**src/embp_pkg.sv**
```systemverilog
package embp_pkg;
    // widths
    localparam int ADDR_W = 27;
    localparam int DATA_W = 32;
    localparam int BANKS = 8;
    localparam int LANES = 4;
    localparam int BANK_BITS = 3;
    // boot configuration codes
    localparam logic [1:0] BOOT_NAND = 2'h0;
    localparam logic [1:0] BOOT_W16 = 2'h1;
    localparam logic [1:0] BOOT_W32 = 2'h2;
    localparam logic [1:0] BOOT_TEST = 2'h3;
    // bus width codes
    localparam logic [1:0] WIDTH_8 = 2'h0;
    localparam logic [1:0] WIDTH_16 = 2'h1;
    localparam logic [1:0] WIDTH_32 = 2'h2;
    // bank size codes: region is 2^min(SIZE_BASE + code, 24) bytes, never more than the bank
    localparam int SIZE_BASE = 20;
    localparam int SIZE_CODE_W = 3;
    localparam int CYC_W = 4;
    localparam logic [3:0] CYC_MIN = 4'h1;
    // states
    typedef enum logic [1:0] {
        EMBP_IDLE = 2'b00,
        EMBP_ACCESS = 2'b01,
        EMBP_HOLD = 2'b10
    } embp_state_t;
endpackage

```
**src/embp_dec_if.sv**
```systemverilog
`timescale 1ns/1ns
`default_nettype none
// carries the decode request and answer between top and decoder
interface embp_dec_if;
    logic [26:0] addr;
    logic [23:0] size_codes;
    logic [7:0] sel;
    logic hit;
    modport requester (output addr, output size_codes, input sel, input hit);
    modport decoder (input addr, input size_codes, output sel, output hit);
endinterface
`default_nettype wire

```
**src/embp_decoder.sv**
```systemverilog
`timescale 1ns/1ns
`default_nettype none
// bank decoder: the top three address bits (the bank field) pick the bank
module embp_decoder (
    embp_dec_if.decoder dif
);
    localparam int AW = embp_pkg::ADDR_W;
    localparam int BB = embp_pkg::BANK_BITS;
    logic [BB-1:0] bank_idx;
    assign bank_idx = dif.addr[AW-1 -: BB];

    // one-hot select when offset within the bank's programmed size
    genvar g;
    generate
        for (g = 0; g < embp_pkg::BANKS; g++) begin : g_bank
            logic [2:0] code;
            logic [AW-BB-1:0] offs;
            logic [AW-BB-1:0] limit;
            assign code = dif.size_codes[g*embp_pkg::SIZE_CODE_W +: embp_pkg::SIZE_CODE_W];
            assign offs = dif.addr[AW-BB-1:0];
            assign limit = (AW-BB)'(1) << (embp_pkg::SIZE_BASE + int'(code));
            assign dif.sel[g] = (bank_idx == BB'(g)) &&
                ((int'(code) + embp_pkg::SIZE_BASE >= AW - BB) || (offs < limit));
        end
    endgenerate
    assign dif.hit = |dif.sel;
endmodule // embp_decoder
`default_nettype wire

```
**src/embp_bus.sv**
```systemverilog
`timescale 1ns/1ns
`default_nettype none
module embp_bus (
    // clock and reset
    input wire logic MCLK_IN,
    input wire logic RST_B_IN,
    // configuration
    input wire logic [1:0] BOOT_CONFIG_PINS_IN,
    input wire logic [23:0] BANK_CYCLES_IN,
    input wire logic [23:0] BANK_SIZE_IN,
    input wire logic [13:0] BANK_WIDTH_IN,
    output logic [1:0] BANK0_WIDTH_OUT,
    output logic TEST_MODE_OUT,
    output logic NAND_BOOT_OUT,
    // internal request
    input wire logic REQ_IN,
    input wire logic REQ_WRITE_IN,
    input wire logic [26:0] REQ_ADDR_IN,
    input wire logic [31:0] REQ_WDATA_IN,
    input wire logic [3:0] REQ_LANES_IN,
    output logic REQ_BUSY_OUT,
    output logic REQ_DONE_OUT,
    output logic REQ_ERR_OUT,
    output logic [31:0] REQ_RDATA_OUT,
    // memory pins
    output logic [26:0] ADDR_OUT,
    output logic ADDR_OE_OUT,
    input wire logic [31:0] DATA_IN,
    output logic [31:0] DATA_OUT,
    output logic DATA_OE_OUT,
    output logic [7:0] BANK_SELECT_N_OUT,
    output logic WRITE_STROBE_N_OUT,
    output logic READ_STROBE_N_OUT,
    output logic [3:0] HALFWORD_LANE_ENABLE_N_OUT,
    output logic STROBE_OE_OUT,
    input wire logic CYCLE_EXTEND_N_IN,
    // bus hold
    input wire logic HOLD_REQUEST_N_IN,
    output logic HOLD_GRANT_N_OUT
);
    localparam int CW = embp_pkg::CYC_W;

    // pin synchronisers
    logic [1:0] boot_s1_q, boot_s2_q;
    logic ext_s1_q, ext_s2_q, hreq_s1_q, hreq_s2_q;
    logic [31:0] data_s1_q, data_s2_q;
    always_ff @(posedge MCLK_IN or negedge RST_B_IN) begin
        if (!RST_B_IN) begin
            boot_s1_q <= 2'h0;
            boot_s2_q <= 2'h0;
            ext_s1_q <= 1'b1;
            ext_s2_q <= 1'b1;
            hreq_s1_q <= 1'b1;
            hreq_s2_q <= 1'b1;
            data_s1_q <= 32'h0;
            data_s2_q <= 32'h0;
        end else begin
            boot_s1_q <= BOOT_CONFIG_PINS_IN;
            boot_s2_q <= boot_s1_q;
            ext_s1_q <= CYCLE_EXTEND_N_IN;
            ext_s2_q <= ext_s1_q;
            hreq_s1_q <= HOLD_REQUEST_N_IN;
            hreq_s2_q <= hreq_s1_q;
            data_s1_q <= DATA_IN;
            data_s2_q <= data_s1_q;
        end
    end

    // strap capture: first cycles after release latch the boot pins once
    logic [1:0] strap_cnt_q;
    logic [1:0] boot_q;
    always_ff @(posedge MCLK_IN or negedge RST_B_IN) begin
        if (!RST_B_IN) begin
            strap_cnt_q <= 2'h0;
            boot_q <= embp_pkg::BOOT_NAND;
        end else if (strap_cnt_q != 2'h3) begin
            strap_cnt_q <= strap_cnt_q + 2'h1;
            if (strap_cnt_q == 2'h2) begin
                boot_q <= boot_s2_q;
            end
        end
    end
    logic strap_done;
    assign strap_done = (strap_cnt_q == 2'h3);

    // strap decode into mode outputs
    always_ff @(posedge MCLK_IN or negedge RST_B_IN) begin
        if (!RST_B_IN) begin
            BANK0_WIDTH_OUT <= embp_pkg::WIDTH_16;
            TEST_MODE_OUT <= 1'b0;
            NAND_BOOT_OUT <= 1'b0;
        end else begin
            case (boot_q)
                embp_pkg::BOOT_NAND: begin
                    BANK0_WIDTH_OUT <= embp_pkg::WIDTH_16;
                    NAND_BOOT_OUT <= 1'b1;
                    TEST_MODE_OUT <= 1'b0;
                end
                embp_pkg::BOOT_W16: begin
                    BANK0_WIDTH_OUT <= embp_pkg::WIDTH_16;
                    NAND_BOOT_OUT <= 1'b0;
                    TEST_MODE_OUT <= 1'b0;
                end
                embp_pkg::BOOT_W32: begin
                    BANK0_WIDTH_OUT <= embp_pkg::WIDTH_32;
                    NAND_BOOT_OUT <= 1'b0;
                    TEST_MODE_OUT <= 1'b0;
                end
                default: begin
                    BANK0_WIDTH_OUT <= embp_pkg::WIDTH_32;
                    NAND_BOOT_OUT <= 1'b0;
                    TEST_MODE_OUT <= 1'b1;
                end
            endcase
        end
    end

    // bank decode
    embp_dec_if dif ();
    assign dif.addr = REQ_ADDR_IN;
    assign dif.size_codes = BANK_SIZE_IN;
    embp_decoder u_dec (
        .dif(dif)
    );

    // bank index and width lookup
    function automatic logic [2:0] onehot_idx(input logic [7:0] oh);
        logic [2:0] r;
        r = 3'h0;
        for (int i = 0; i < 8; i++) begin
            if (oh[i]) begin
                r = 3'(i);
            end
        end
        return r;
    endfunction
    logic [2:0] bidx;
    logic [1:0] width;
    logic [CW-1:0] cycles;
    assign bidx = onehot_idx(dif.sel);
    assign width = (bidx == 3'h0) ? BANK0_WIDTH_OUT : BANK_WIDTH_IN[(bidx-3'h1)*2 +: 2];
    assign cycles = BANK_CYCLES_IN[bidx*3 +: 3] + embp_pkg::CYC_MIN;

    // lane enables: 16-bit uses two lanes, 8-bit only lane 0
    function automatic logic [3:0] lane_mask(input logic [1:0] w, input logic [3:0] l);
        case (w)
            embp_pkg::WIDTH_8: lane_mask = 4'h1;
            embp_pkg::WIDTH_16: lane_mask = {2'h0, l[1:0] | l[3:2]};
            default: lane_mask = l;
        endcase
    endfunction

    // access state machine
    embp_pkg::embp_state_t state_q;
    logic [CW-1:0] cnt_q;
    logic wr_q;
    always_ff @(posedge MCLK_IN or negedge RST_B_IN) begin
        if (!RST_B_IN) begin
            state_q <= embp_pkg::EMBP_IDLE;
            cnt_q <= '0;
            wr_q <= 1'b0;
            ADDR_OUT <= 27'h0;
            ADDR_OE_OUT <= 1'b1;
            DATA_OUT <= 32'h0;
            DATA_OE_OUT <= 1'b0;
            BANK_SELECT_N_OUT <= 8'hff;
            WRITE_STROBE_N_OUT <= 1'b1;
            READ_STROBE_N_OUT <= 1'b1;
            HALFWORD_LANE_ENABLE_N_OUT <= 4'hf;
            STROBE_OE_OUT <= 1'b1;
            HOLD_GRANT_N_OUT <= 1'b1;
            REQ_BUSY_OUT <= 1'b1;
            REQ_DONE_OUT <= 1'b0;
            REQ_ERR_OUT <= 1'b0;
            REQ_RDATA_OUT <= 32'h0;
        end else begin
            REQ_DONE_OUT <= 1'b0;
            REQ_ERR_OUT <= 1'b0;
            case (state_q)
                embp_pkg::EMBP_IDLE: begin
                    REQ_BUSY_OUT <= !strap_done;
                    if (strap_done && !hreq_s2_q) begin
                        // release pins first, grant next cycle
                        ADDR_OE_OUT <= 1'b0;
                        DATA_OE_OUT <= 1'b0;
                        STROBE_OE_OUT <= 1'b0;
                        REQ_BUSY_OUT <= 1'b1;
                        state_q <= embp_pkg::EMBP_HOLD;
                    end else if (strap_done && REQ_IN && !dif.hit) begin
                        REQ_ERR_OUT <= 1'b1;
                    end else if (strap_done && REQ_IN) begin
                        ADDR_OUT <= REQ_ADDR_IN;
                        BANK_SELECT_N_OUT <= ~dif.sel;
                        WRITE_STROBE_N_OUT <= !REQ_WRITE_IN;
                        READ_STROBE_N_OUT <= REQ_WRITE_IN;
                        HALFWORD_LANE_ENABLE_N_OUT <= ~lane_mask(width, REQ_LANES_IN);
                        DATA_OUT <= REQ_WDATA_IN;
                        DATA_OE_OUT <= REQ_WRITE_IN;
                        wr_q <= REQ_WRITE_IN;
                        cnt_q <= cycles;
                        REQ_BUSY_OUT <= 1'b1;
                        state_q <= embp_pkg::EMBP_ACCESS;
                    end
                end
                embp_pkg::EMBP_ACCESS: begin
                    if (cnt_q > CW'(1)) begin
                        cnt_q <= cnt_q - CW'(1);
                    end else if (ext_s2_q) begin
                        if (!wr_q) begin
                            REQ_RDATA_OUT <= data_s2_q;
                        end
                        BANK_SELECT_N_OUT <= 8'hff;
                        WRITE_STROBE_N_OUT <= 1'b1;
                        READ_STROBE_N_OUT <= 1'b1;
                        HALFWORD_LANE_ENABLE_N_OUT <= 4'hf;
                        DATA_OE_OUT <= 1'b0;
                        REQ_DONE_OUT <= 1'b1;
                        REQ_BUSY_OUT <= 1'b0;
                        state_q <= embp_pkg::EMBP_IDLE;
                    end
                end
                embp_pkg::EMBP_HOLD: begin
                    if (hreq_s2_q) begin
                        HOLD_GRANT_N_OUT <= 1'b1;
                        ADDR_OE_OUT <= 1'b1;
                        STROBE_OE_OUT <= 1'b1;
                        REQ_BUSY_OUT <= 1'b0;
                        state_q <= embp_pkg::EMBP_IDLE;
                    end else begin
                        HOLD_GRANT_N_OUT <= 1'b0;
                    end
                end
                default: begin
                    state_q <= embp_pkg::EMBP_IDLE;
                end
            endcase
        end
    end
endmodule // embp_bus
`default_nettype wire

```
**config.mk**
```make
export PLATFORM = sky130hd
export DESIGN_NAME = embp_bus
export DESIGN_NICKNAME = d
export VERILOG_FILES = /design/src/embp_pkg.sv /design/src/embp_dec_if.sv /design/src/embp_decoder.sv /design/src/embp_bus.sv
export SDC_FILE = /design/constraint.sdc
export NUM_CORES = 1
export LEC_CHECK = 0
export BUFFER_PORTS_ARGS = -buffer_cell sky130_fd_sc_hd__buf_2
export CAP_MARGIN = 20
export CORE_ASPECT_RATIO = 0.6
export CORE_MARGIN = 5
export CORE_UTILIZATION = 46
export DETAILED_ROUTE_END_ITERATION = 12
export PLACE_DENSITY = 0.74
export SYNTH_ARGS = -nofsm -noshare
export SYNTH_HDL_FRONTEND = slang
export SYNTH_SLANG_ARGS = --single-unit
```
**constraint.sdc**
```tcl
create_clock -name MCLK_IN -period 2.5 [get_ports MCLK_IN]
set_clock_uncertainty 0.05 [all_clocks]
set_input_delay 0.5 -clock MCLK_IN [delete_from_list [all_inputs] [get_ports MCLK_IN]]
set_output_delay 0.5 -clock MCLK_IN [all_outputs]
set_load 0.01 [all_outputs]
```
==> out/qor.yml, run 1 <==
seq_area_um2: 4980
start_util_pct: 46.6
cp_cell_sequence: "buf_2 -> or3_1 -> ha_1 -> o211ai_1 -> a21oi_2 -> nor4_4 -> nor4_4 -> buf_12 -> ha_4 -> buf_6 -> mux2i_1 -> a21oi_1 -> a221o_1 -> o311a_1 -> a211oi_2 -> a311oi_2"
irDropWorstVdd_mv: 0.704
via_count: 6478
p_total_mw: 11.9
final_core_util_pct: 70.0
drt_iter0_drc: 411
topRoutingLayerUsed: "met5"
die_h_um: 115
avgSynthCellArea_um2: 13.5
cts_root_buf: "clkbuf_16"
numCtsBuffers: 17
fmax_ghz: 0.290
r2r_cells: 9
finalMaxSlewViolations: 0
period_minus_slack_ps: 3450
yosys_warnings: 0
tightest_slew_ps: 545
fin_crit_sh_pct: 138
powerDensity_nw_per_um2: 946
worst_setup_path_end_kind: "flop"
nets: 1224
vias_per_cell: 5.10
detailedPlace.worstSlack_ps: -1420
synth_flop_cell: "dfrtp_1"
critPathMaxStageDelay_ps: 410
clkLatencyLatePin_ps: 420
finalSetupViolations: 83
drv_cap: 0
core_um2: 18000
grt.total_usage_pct: 21.9
async_flop_share_pct: 100
nFillCells: 1235
grt_first_pass_wirelength_um: 36000
grt_pass1_vias: 6608
rsz0062_at_grt: "yes"
max_slew_margin_pct: 63.7
wl_met1_um: 11000
htreeDepth: 4
crit_top_cell: "nor4_4"
die_area_um2: 21100
slowest_stage: "nor4_4"
synth-edff-count: 0
clock_path_buffers: 2
synth_sequential_area_ratio_pct: 59.3
dr_wl_met3_um: 1660
multiInputGateArea_um2: 3940
drive_gt1_share_pct: 61.3
drc: 0
critical_path_required_ps: 2780
synthDistinctLibCells: 64
antenna_found_initial: 2
dieWidth_um: 184
yosys_register_bits: 198
synthCells: 621
syn-num-nets: 829
status: "complete, but fails checks"
syn-cell-area_um2: 8400
crit_arrival_ps: 3730
min_path_type: "primary input to async pin"
routabilityCongestion: 0.859
met2_length_um: 11000
cts_tree: "yes"
dr.pass1.iters: 4
drt-total-wl_um: 24000
final_common_cell: "buf_2"
cts_hold_buf: 0
finalWorstSetupSlack_ps: -952
violations: "setup timing"
antenna_left: 0
syn2layout_area_growth_pct: 50.2
clk_pin_slew_ps: 80
start_kind: "primary input"
ios: 281
p_leak_nw: 6.24
critical_path_class: "primary input to flop"
clock-sinks: 198
rows: 38
grt_max_degree: 73
io_buffer_count: 280
routedWlPerCell_um: 18.9
grt_overflow: 0
hold_viol: 0
worstPathMaxFanout: 5
diodes: 0
final_cell_mix: "275 x buf_2, 176 x dfrtp_1, 78 x buf_4, 65 x mux2_4"
hpwl_um: 17400
critical path, delay by kind of cell:
kind / cells / cell delay [ps]
buffers and inverters: 3 / 360
adders and majority gates: 2 / 570
muxes: 1 / 210
AOI/OAI and AO/OA: 7 / 1190
and+or+nand+nor: 3 / 880
cell usage after synthesis (4+ instances only):
| cell type | n | area share [%] |
|---|---|---|
| dfstp_2 | 22 | 6.9 |
| a21oi_1 | 24 | 1.4 |
| clkbuf_1 | 7 | 0.31 |
| or3_1 | 12 | 0.89 |
| buf_2 | 9 | 0.54 |
| nand3b_1 | 4 | 0.36 |
| o211ai_1 | 10 | 0.89 |
| o21ai_0 | 10 | 0.60 |
| mux2i_1 | 15 | 1.8 |
| buf_6 | 5 | 0.67 |
| nor2_1 | 31 | 1.4 |
| or3b_2 | 4 | 0.42 |
| a31oi_1 | 11 | 0.82 |
| o21ai_1 | 5 | 0.30 |
| mux2_2 | 98 | 13 |
| inv_1 | 25 | 1.1 |
| dfrtp_1 | 176 | 52 |
| nor3_1 | 6 | 0.36 |
| nand2_1 | 28 | 1.3 |
| ha_1 | 43 | 6.4 |
| nand2b_1 | 6 | 0.45 |
| nand3_1 | 12 | 0.72 |
metal layers:
| metal | track usage (%) | vias to the layer above |
|---|---|---|
| met5 | 0 | - |
| met4 | 4.14 | 4 |
| met3 | 5.81 | 23 |
| met2 | 34.0 | 217 |
| met1 | 31.6 | 3207 |
| li1 | - | 3027 |
area by class of cell:
type,instances,area share (%)
multi-input combinational,375,31.2
tap,240,2.38
timing repair buffer,398,21.4
sequential,198,39.5
clock inverter,14,1.27
inverter,26,0.774
clock buffer,18,3.40
repair_timing:
item | 4_1_cts | 5_1_grt
gates resized for setup | 51 | 57
pin swaps | 26 | 32
setup endpoints to repair | 83 | 83
hold endpoints to repair | 0 | 0
cloned | 7 | 2
buffers inserted | 20 | 8
flip-flops by register name, indices dropped and copies added, names as in the netlist, 4 cells and up:
register and cells:
DATA_OUT 32, cnt_q 4, HALFWORD_LANE_ENABLE_N_OUT 4, data_s2_q 32, REQ_RDATA_OUT 32, BANK_SELECT_N_OUT 8
ADDR_OUT 27, data_s1_q 32
kinds of logic after synthesis:
kind of cell / after synthesis / synth area share, %
DFF: 198 / 59.3
and+or+nand+nor: 122 / 7.94
muxes: 116 / 15.3
AOI/OAI and AO/OA: 91 / 7.88
buffers and inverters: 48 / 2.77
adders and majority gates: 43 / 6.41
xor gates and xnor gates: 3 / 0.313
through the flow:
stage	cell area (um2)	setup TNS, ps	hold slack [ps]	std cells
2_1_floorplan	8840	-55040	154	621
3_3_place_gp	11100	-102150	281	1207
3_5_place_dp	11100	-108030	285	1207
4_1_cts	12300	-55830	27.2	1264
5_1_grt	12600	-71500	52.7	1269
6_report	12600	-62420	25.2	1269
report_power, final:
group	switching (mW)	leakage, nW	internal, mW
registers	0.565	2.37	4.19
logic	2.06	3.58	2.41
clock network	1.28	0.285	1.43
total	3.90	6.24	8.03
worst paths after layout:
check / startpoint / end / slack, ps
worst max register to register: state_q[0] / DATA_OUT[25] / 160
min in group MCLK_IN: BOOT_CONFIG_PINS_IN[1] / boot_s1_q[1] / 130
worst max-delay path: BANK_SIZE_IN[17] / HALFWORD_LANE_ENABLE_N_OUT[0] / -950
max in group asynchronous: RST_B_IN / hreq_s1_q / 1670
worst min register to register: data_s1_q[10] / data_s2_q[10] / 290
worst min-delay path: RST_B_IN / ADDR_OUT[21] / 30
(Power assumes the default switching activity.)
==> inputs of run 2 (changes only) <==
--- a/config.mk
+++ b/config.mk
@@ -10,8 +10,10 @@
 export CORE_ASPECT_RATIO = 0.6
 export CORE_MARGIN = 5
 export CORE_UTILIZATION = 46
+export CTS_CLUSTER_SIZE = 12
 export DETAILED_ROUTE_END_ITERATION = 12
 export PLACE_DENSITY = 0.74
+export RECOVER_POWER = 50
 export SYNTH_ARGS = -nofsm -noshare
 export SYNTH_HDL_FRONTEND = slang
 export SYNTH_SLANG_ARGS = --single-unit
==> run 2 against run 1 <==
Net effect: the flow finishes with violations (capacitance limit, slew limit, setup timing); die area unchanged; design area down 0.34%; first-iteration DRC count is 4.4% lower; register-to-register slack hardly changed; via count decreased by 0.34%; sequential cell count unchanged; utilization decreased by 0.24 points; maximum frequency increased by 0.25%; worst setup slack gained 8.7 ps; critical path depth unchanged; count of clock-buffer cells in the layout unchanged.
==> out/qor.yml, run 2 (synthesis gave the netlist of run 1 again) <==
crit_arrival_ps: 3720  # about the same
diodes: 0  # unchanged
start_kind: "primary input"
ios: 281  # unchanged
fmax_ghz: 0.290  # +0.25%
clock_path_buffers: 2  # unchanged
irDropWorstVdd_mv: 0.704  # about the same
worstPathMaxFanout: 5  # unchanged
violations: "capacitance limit, slew limit, setup timing"
clkLatencyLatePin_ps: 420  # about the same
final_common_cell: "buf_2"
seq_area_um2: 4980  # unchanged
period_minus_slack_ps: 3440  # -8.74 ps
grt_max_degree: 73  # unchanged
hpwl_um: 17400  # unchanged
min_path_type: "primary input to flop"
rsz0062_at_grt: "yes"
routedWlPerCell_um: 18.8  # -0.36%
clk_pin_slew_ps: 80  # about the same
hold_viol: 0  # unchanged
nFillCells: 1244  # +0.73%
detailedPlace.worstSlack_ps: -1420  # unchanged
finalWorstSetupSlack_ps: -944  # +8.74 ps
critPathMaxStageDelay_ps: 410  # about the same
syn2layout_area_growth_pct: 49.7
die_h_um: 115  # unchanged
rows: 38  # unchanged
grt.total_usage_pct: 21.9  # unchanged
drc: 0  # unchanged
core_um2: 18000  # unchanged
tightest_slew_ps: 1620  # +1080 ps
cts_tree: "yes"
routabilityCongestion: 0.859  # unchanged
critical_path_required_ps: 2780  # about the same
multiInputGateArea_um2: 3940  # unchanged
antenna_found_initial: 2  # unchanged
fin_crit_sh_pct: 138  # -0.35 points
via_count: 6456  # -0.34%
powerDensity_nw_per_um2: 949  # +0.27%
cp_cell_sequence: "buf_2 -> or3_1 -> ha_1 -> o211ai_1 -> a21oi_2 -> nor4_4 -> nor4_4 -> buf_12 -> ha_4 -> buf_6 -> mux2i_1 -> a21oi_1 -> a221o_1 -> o311a_1 -> a211oi_2 -> a311oi_2"
drive_gt1_share_pct: 61.0  # -0.29 points
htreeDepth: 4  # unchanged
die_area_um2: 21100  # unchanged
design_area_um2: 12600  # -0.34%
status: "complete, but fails checks"
io_buffer_count: 280  # unchanged
finalMaxSlewViolations: 73  # +73
slowest_stage: "nor4_4"
crit_buf_inv: 3  # unchanged
final_core_util_pct: 69.7  # -0.24 points
final_cell_mix: "272 x buf_2, 176 x dfrtp_1, 76 x buf_4, 65 x mux2_4"
cts_root_buf: "clkbuf_16"
critical_path_class: "primary input to flop"
dr.pass1.iters: 4  # unchanged
grt_pass1_vias: 6608  # unchanged
grt_first_pass_wirelength_um: 36000  # unchanged
postPlaceCellArea_um2: 11100  # unchanged
worst_setup_path_end_kind: "flop"
start_util_pct: 46.6  # unchanged
clock-sinks: 198  # unchanged
antenna_left: 0  # unchanged
dieWidth_um: 184  # unchanged
vias_per_cell: 5.09  # -0.34%
drt_iter0_drc: 393  # -4.4%
drt-total-wl_um: 23900  # -0.36%
drv_cap: 1  # +1
crit_top_cell: "nor4_4"
cts_hold_buf: 0  # unchanged
crit_family: "compound AO/OA/AOI/OAI gates"
numCtsBuffers: 17  # unchanged
nets: 1224  # unchanged
finalSetupViolations: 83  # unchanged
grt_overflow: 0  # unchanged
max_slew_margin_pct: -8.25  # -72 points
p_leak_nw: 6.22  # -0.37%
==> run 2: changes by cell type in the layout (fill, tap and decap cells not counted), sizes merged <==
cell	before	now
buf	395	388
clkbuf	21	28
==> run 2: where the power goes <==
part	internal, mW	total [mW]	switching (mW)
Sequential	4.19	4.75	0.565
Combinational	2.40	4.46	2.06
Clock	1.43	2.71	1.28
==> run 2: worst paths after layout <==
kind / from / slack, ps / cells past startpoint / endpoint
max in group asynchronous: RST_B_IN / 440 / 2 / ADDR_OUT[13]
setup / recovery: BANK_SIZE_IN[17] / -940 / 16 / HALFWORD_LANE_ENABLE_N_OUT[0]
setup reg to reg: state_q[0] / 150 / 9 / DATA_OUT[25]
hold reg to reg: data_s1_q[10] / 290 / 0 / data_s2_q[10]
hold / removal: BOOT_CONFIG_PINS_IN[1] / 130 / 1 / boot_s1_q[1]
min in group asynchronous: RST_B_IN / 450 / 1 / ADDR_OUT[21]
==> run 2: area by class of cell <==
cell class | instances | share of cell area [%]
Timing Repair Buffer | 398 | 21.2
Inverter | 26 | 0.777
Multi-Input combinational cell | 375 | 31.3
Clock buffer | 18 | 3.42
Tap cell | 240 | 2.39
Clock inverter | 14 | 1.27
Sequential cell | 198 | 39.7
==> run 2: worst reg2reg max path, cell delays in order, from the launching register on <==
cell	delay [ps]
dfrtp_1	430
inv_1	140
ha_1	280
nand2_1	200
nor2_1	200
o31a_4	250
buf_6	130
buf_12	120
buf_12	140
mux2_4	300
==> run 2: routing by layer <==
metal | vias to the layer above | routed length [um] | global-route usage [%]
li1 | 3025 | - | -
met1 | 3187 | 10800 | 31.6
met2 | 219 | 11000 | 34.0
met3 | 21 | 1820 | 5.81
met4 | 4 | 207 | 4.14
met5 | - | 19 | 0
==> run 2: what timing repair did <==
action                     in CTS  in global routing
cloned                          7                  2
setup endpoints to repair      83                 83
setup buffers                  20                  8
pin swaps                      26                 32
resized for setup              51                 57
==> run 2: metrics by stage <==
step	instances	power [mW]	TNS, ps	hold slack, ps
floorplan	621	6.96	-55040	154
global placement	1207	8.52	-102150	281
detailed placement	1207	8.67	-108030	285
CTS	1264	11.7	-55830	27.2
global route	1269	12.6	-72410	94.7
finish	1269	11.9	-62350	128
==> inputs of run 3 (changes only) <==
--- a/config.mk
+++ b/config.mk
@@ -9,11 +9,11 @@
 export CAP_MARGIN = 20
 export CORE_ASPECT_RATIO = 0.6
 export CORE_MARGIN = 5
-export CORE_UTILIZATION = 46
-export CTS_CLUSTER_SIZE = 12
+export CORE_UTILIZATION = 40
 export DETAILED_ROUTE_END_ITERATION = 12
-export PLACE_DENSITY = 0.74
+export PLACE_DENSITY = 0.66
 export RECOVER_POWER = 50
+export SETUP_SLACK_MARGIN = 0.2
 export SYNTH_ARGS = -nofsm -noshare
 export SYNTH_HDL_FRONTEND = slang
 export SYNTH_SLANG_ARGS = --single-unit
==> run 3 against run 2 <==
Net effect: the run still ends with capacitance limit, slew limit, setup timing left; register-to-register slack improved by 130 ps; via count is 1.8% lower; final cell count is 3.0% higher; sequential power about the same; critical path depth unchanged; maximum frequency up 2.9%; utilization shrank 9.6 points; critical endpoint unchanged; highest routed layer unchanged.
==> out/qor.yml, run 3 (synthesis gave the netlist of run 1 again) <==
drt_iter0_drc: 349  # -11%
finalMaxSlewViolations: 66  # -9.6%
postPlaceCellArea_um2: 11100  # +0.12%
comb_power_share_pct: 37.2  # -0.2 points
clock_power_share_pct: 22.8  # about the same
dr.pass1.iters: 4  # unchanged
grt_pass1_vias: 6610  # +0.030%
diodes: 0  # unchanged
hpwl_um: 18000  # +3.5%
hold_viol: 0  # unchanged
cts_tree: "yes"
final_common_cell: "buf_2"
core_um2: 20800  # +16%
seq_area_um2: 4980  # unchanged
tightest_slew_ps: 1540  # -80.7 ps
design_area_um2: 12500  # -0.29%
drt-total-wl_um: 24200  # +1.4%
die_area_um2: 24100  # +14%
internal_power_mw: 7.92  # -1.2%
start_kind: "primary input"
nets: 1223  # -0.082%
via_count: 6339  # -1.8%
final_cell_mix: "271 x buf_2, 176 x dfrtp_1, 84 x buf_4, 63 x mux2_4, 37 x mux2_2"
power_frac_seq_pct: 40.0  # about the same
cts_root_buf: "clkbuf_16"
drive_gt1_share_pct: 61.0  # about the same
antenna_found_initial: 1  # -1
period_minus_slack_ps: 3350  # -95.8 ps
critical_path_required_ps: 2780  # about the same
min_path_type: "primary input to flop"
p_leak_nw: 6.19  # -0.47%
swShare_pct: 33.0  # +0.29 points
clkLatencyLatePin_ps: 420  # about the same
clk_pin_slew_ps: 80  # about the same
grt.total_usage_pct: 19.9  # -2.1 points
violations: "capacitance limit, slew limit, setup timing"
grt_first_pass_wirelength_um: 37200  # +3.2%
irDropWorstVdd_mv: 0.603  # -14%
routedWlPerCell_um: 18.5  # -1.5%
clock-sinks: 198  # unchanged
ios: 281  # unchanged
status: "complete, but fails checks"
max_slew_margin_pct: -2.87  # +5.4 points
critical_path_class: "primary input to flop"
reg2reg_from: "state_q[0]"
clock_path_buffers: 2  # unchanged
worstPathMaxFanout: 5  # unchanged
syn2layout_area_growth_pct: 49.2
dieWidth_um: 197  # +6.8%
multiInputGateArea_um2: 3840  # -2.4%
vias_per_cell: 4.85  # -4.7%
p_total_mw: 11.8  # -0.81%
finalSetupViolations: 83  # unchanged
io_buffer_count: 280  # unchanged
fin_crit_sh_pct: 134  # -3.8 points
rr_endpoint: "cnt_q[2]"
start_util_pct: 40.3  # -6.3 points
finalWorstSetupSlack_ps: -848  # +95.8 ps
startpoint: "BANK_SIZE_IN[15]"
routabilityCongestion: 0.811  # -5.7%
rsz0062_at_grt: "yes"
numCtsBuffers: 17  # unchanged
fmax_ghz: 0.299  # +2.9%
nFillCells: 1749  # +41%
grt_overflow: 0  # unchanged
switchingPower_mw: 3.90  # about the same
antenna_left: 0  # unchanged
drv_cap: 1  # unchanged
grt_max_degree: 66  # -9.6%
holdCritStartpoint: "HOLD_REQUEST_N_IN"
hold_end: "hreq_s1_q"
rrSetupSlack_ps: 280  # +130 ps
die_h_um: 122  # +6.6%
rows: 41  # +7.9%
crit_arrival_ps: 3630  # -90 ps
drc: 0  # unchanged
worst_setup_path_end_kind: "flop"
hold_depth: 1  # unchanged
r2r_cells: 10  # +1
htreeDepth: 4  # unchanged
powerDensity_nw_per_um2: 944  # -0.52%
-- run 3: changes by cell type in the layout (fill, tap and decap cells not counted), moves of 3 or more --
cell	delta
nor2_1	-3
buf_6	-7
a31oi_1	+4
clkbuf_1	-3
nor2_2	+3
clkinv_8	+3
buf_4	+8
o21ai_2	-4
o21ai_1	+3
a31oi_4	-6
-- run 3: worst max path at each step --
stage | cells after the start | to | slack (ps)
final | 16 | HALFWORD_LANE_ENABLE_N_OUT[0] | -850
after global routing | 16 | HALFWORD_LANE_ENABLE_N_OUT[0] | -980
after CTS | 15 | HALFWORD_LANE_ENABLE_N_OUT[1] | -800
after detailed placement | 15 | HALFWORD_LANE_ENABLE_N_OUT[0] | -1430
after global placement | 14 | HALFWORD_LANE_ENABLE_N_OUT[0] | -1390
after floorplan | 14 | HALFWORD_LANE_ENABLE_N_OUT[1] | -1190
-- run 3: layout make-up --
class | instances | share of cell area, %
inverter | 26 | 0.779
timing repair buffer | 397 | 21.2
sequential | 198 | 39.8
clock buffer | 17 | 3.40
clock inverter | 15 | 1.40
tap | 279 | 2.79
multi-input combinational | 375 | 30.7
-- run 3: power groups by stage --
stage          Combinational, mW  Clock (mW)  Sequential (mW)
2_1_floorplan               1.90           0             5.06
3_3_place_gp                3.84           0             4.71
3_5_place_dp                3.89           0             4.74
4_1_cts                     4.22        2.78             4.71
5_1_grt                     4.74        2.92             4.85
6_report                    4.40        2.70             4.73
-- run 3: worst max-delay path, stage by stage --
cell and delay [ps]:
buf_8 100, or3b_4 400, ha_4 280, o211ai_1 100
a21oi_2 200, nor4_4 100, nor4_4 510, ha_4 310
buf_6 140, nand2b_4 130, a21oi_2 130, a41oi_2 40
o21ai_1 100, o311a_1 240, a211oi_2 80, a311oi_1 260
-- run 3: metrics by stage --
stage | setup TNS (ps) | instances | hold slack [ps] | worst slack [ps] | util [%]
3_3_place_gp | -88240 | 1243 | 281 | -1390 | 53.5
6_report | -49880 | 1307 | 122 | -848 | 60.2
3_5_place_dp | -92350 | 1243 | 285 | -1430 | 53.5
2_1_floorplan | -55040 | 621 | 154 | -1190 | -
4_1_cts | -47450 | 1301 | 16.9 | -797 | 59.1
5_1_grt | -59250 | 1307 | 95.6 | -981 | 60.2
-- run 3: timing repair --
action                                  in CTS  in global routing
hold buffers                                 0                  0
pin swaps                                   31                 23
endpoints found under the setup margin      95                 95
gates resized for setup                     50                 44
cloned                                       5                  2
setup buffers                               21                  4
-- run 3: layer usage --
metal	GRT usage (%)	wire length, um
met1	28.7	11200
met5	0	11
met3	5.29	1860
met4	3.55	107
met2	30.8	11000
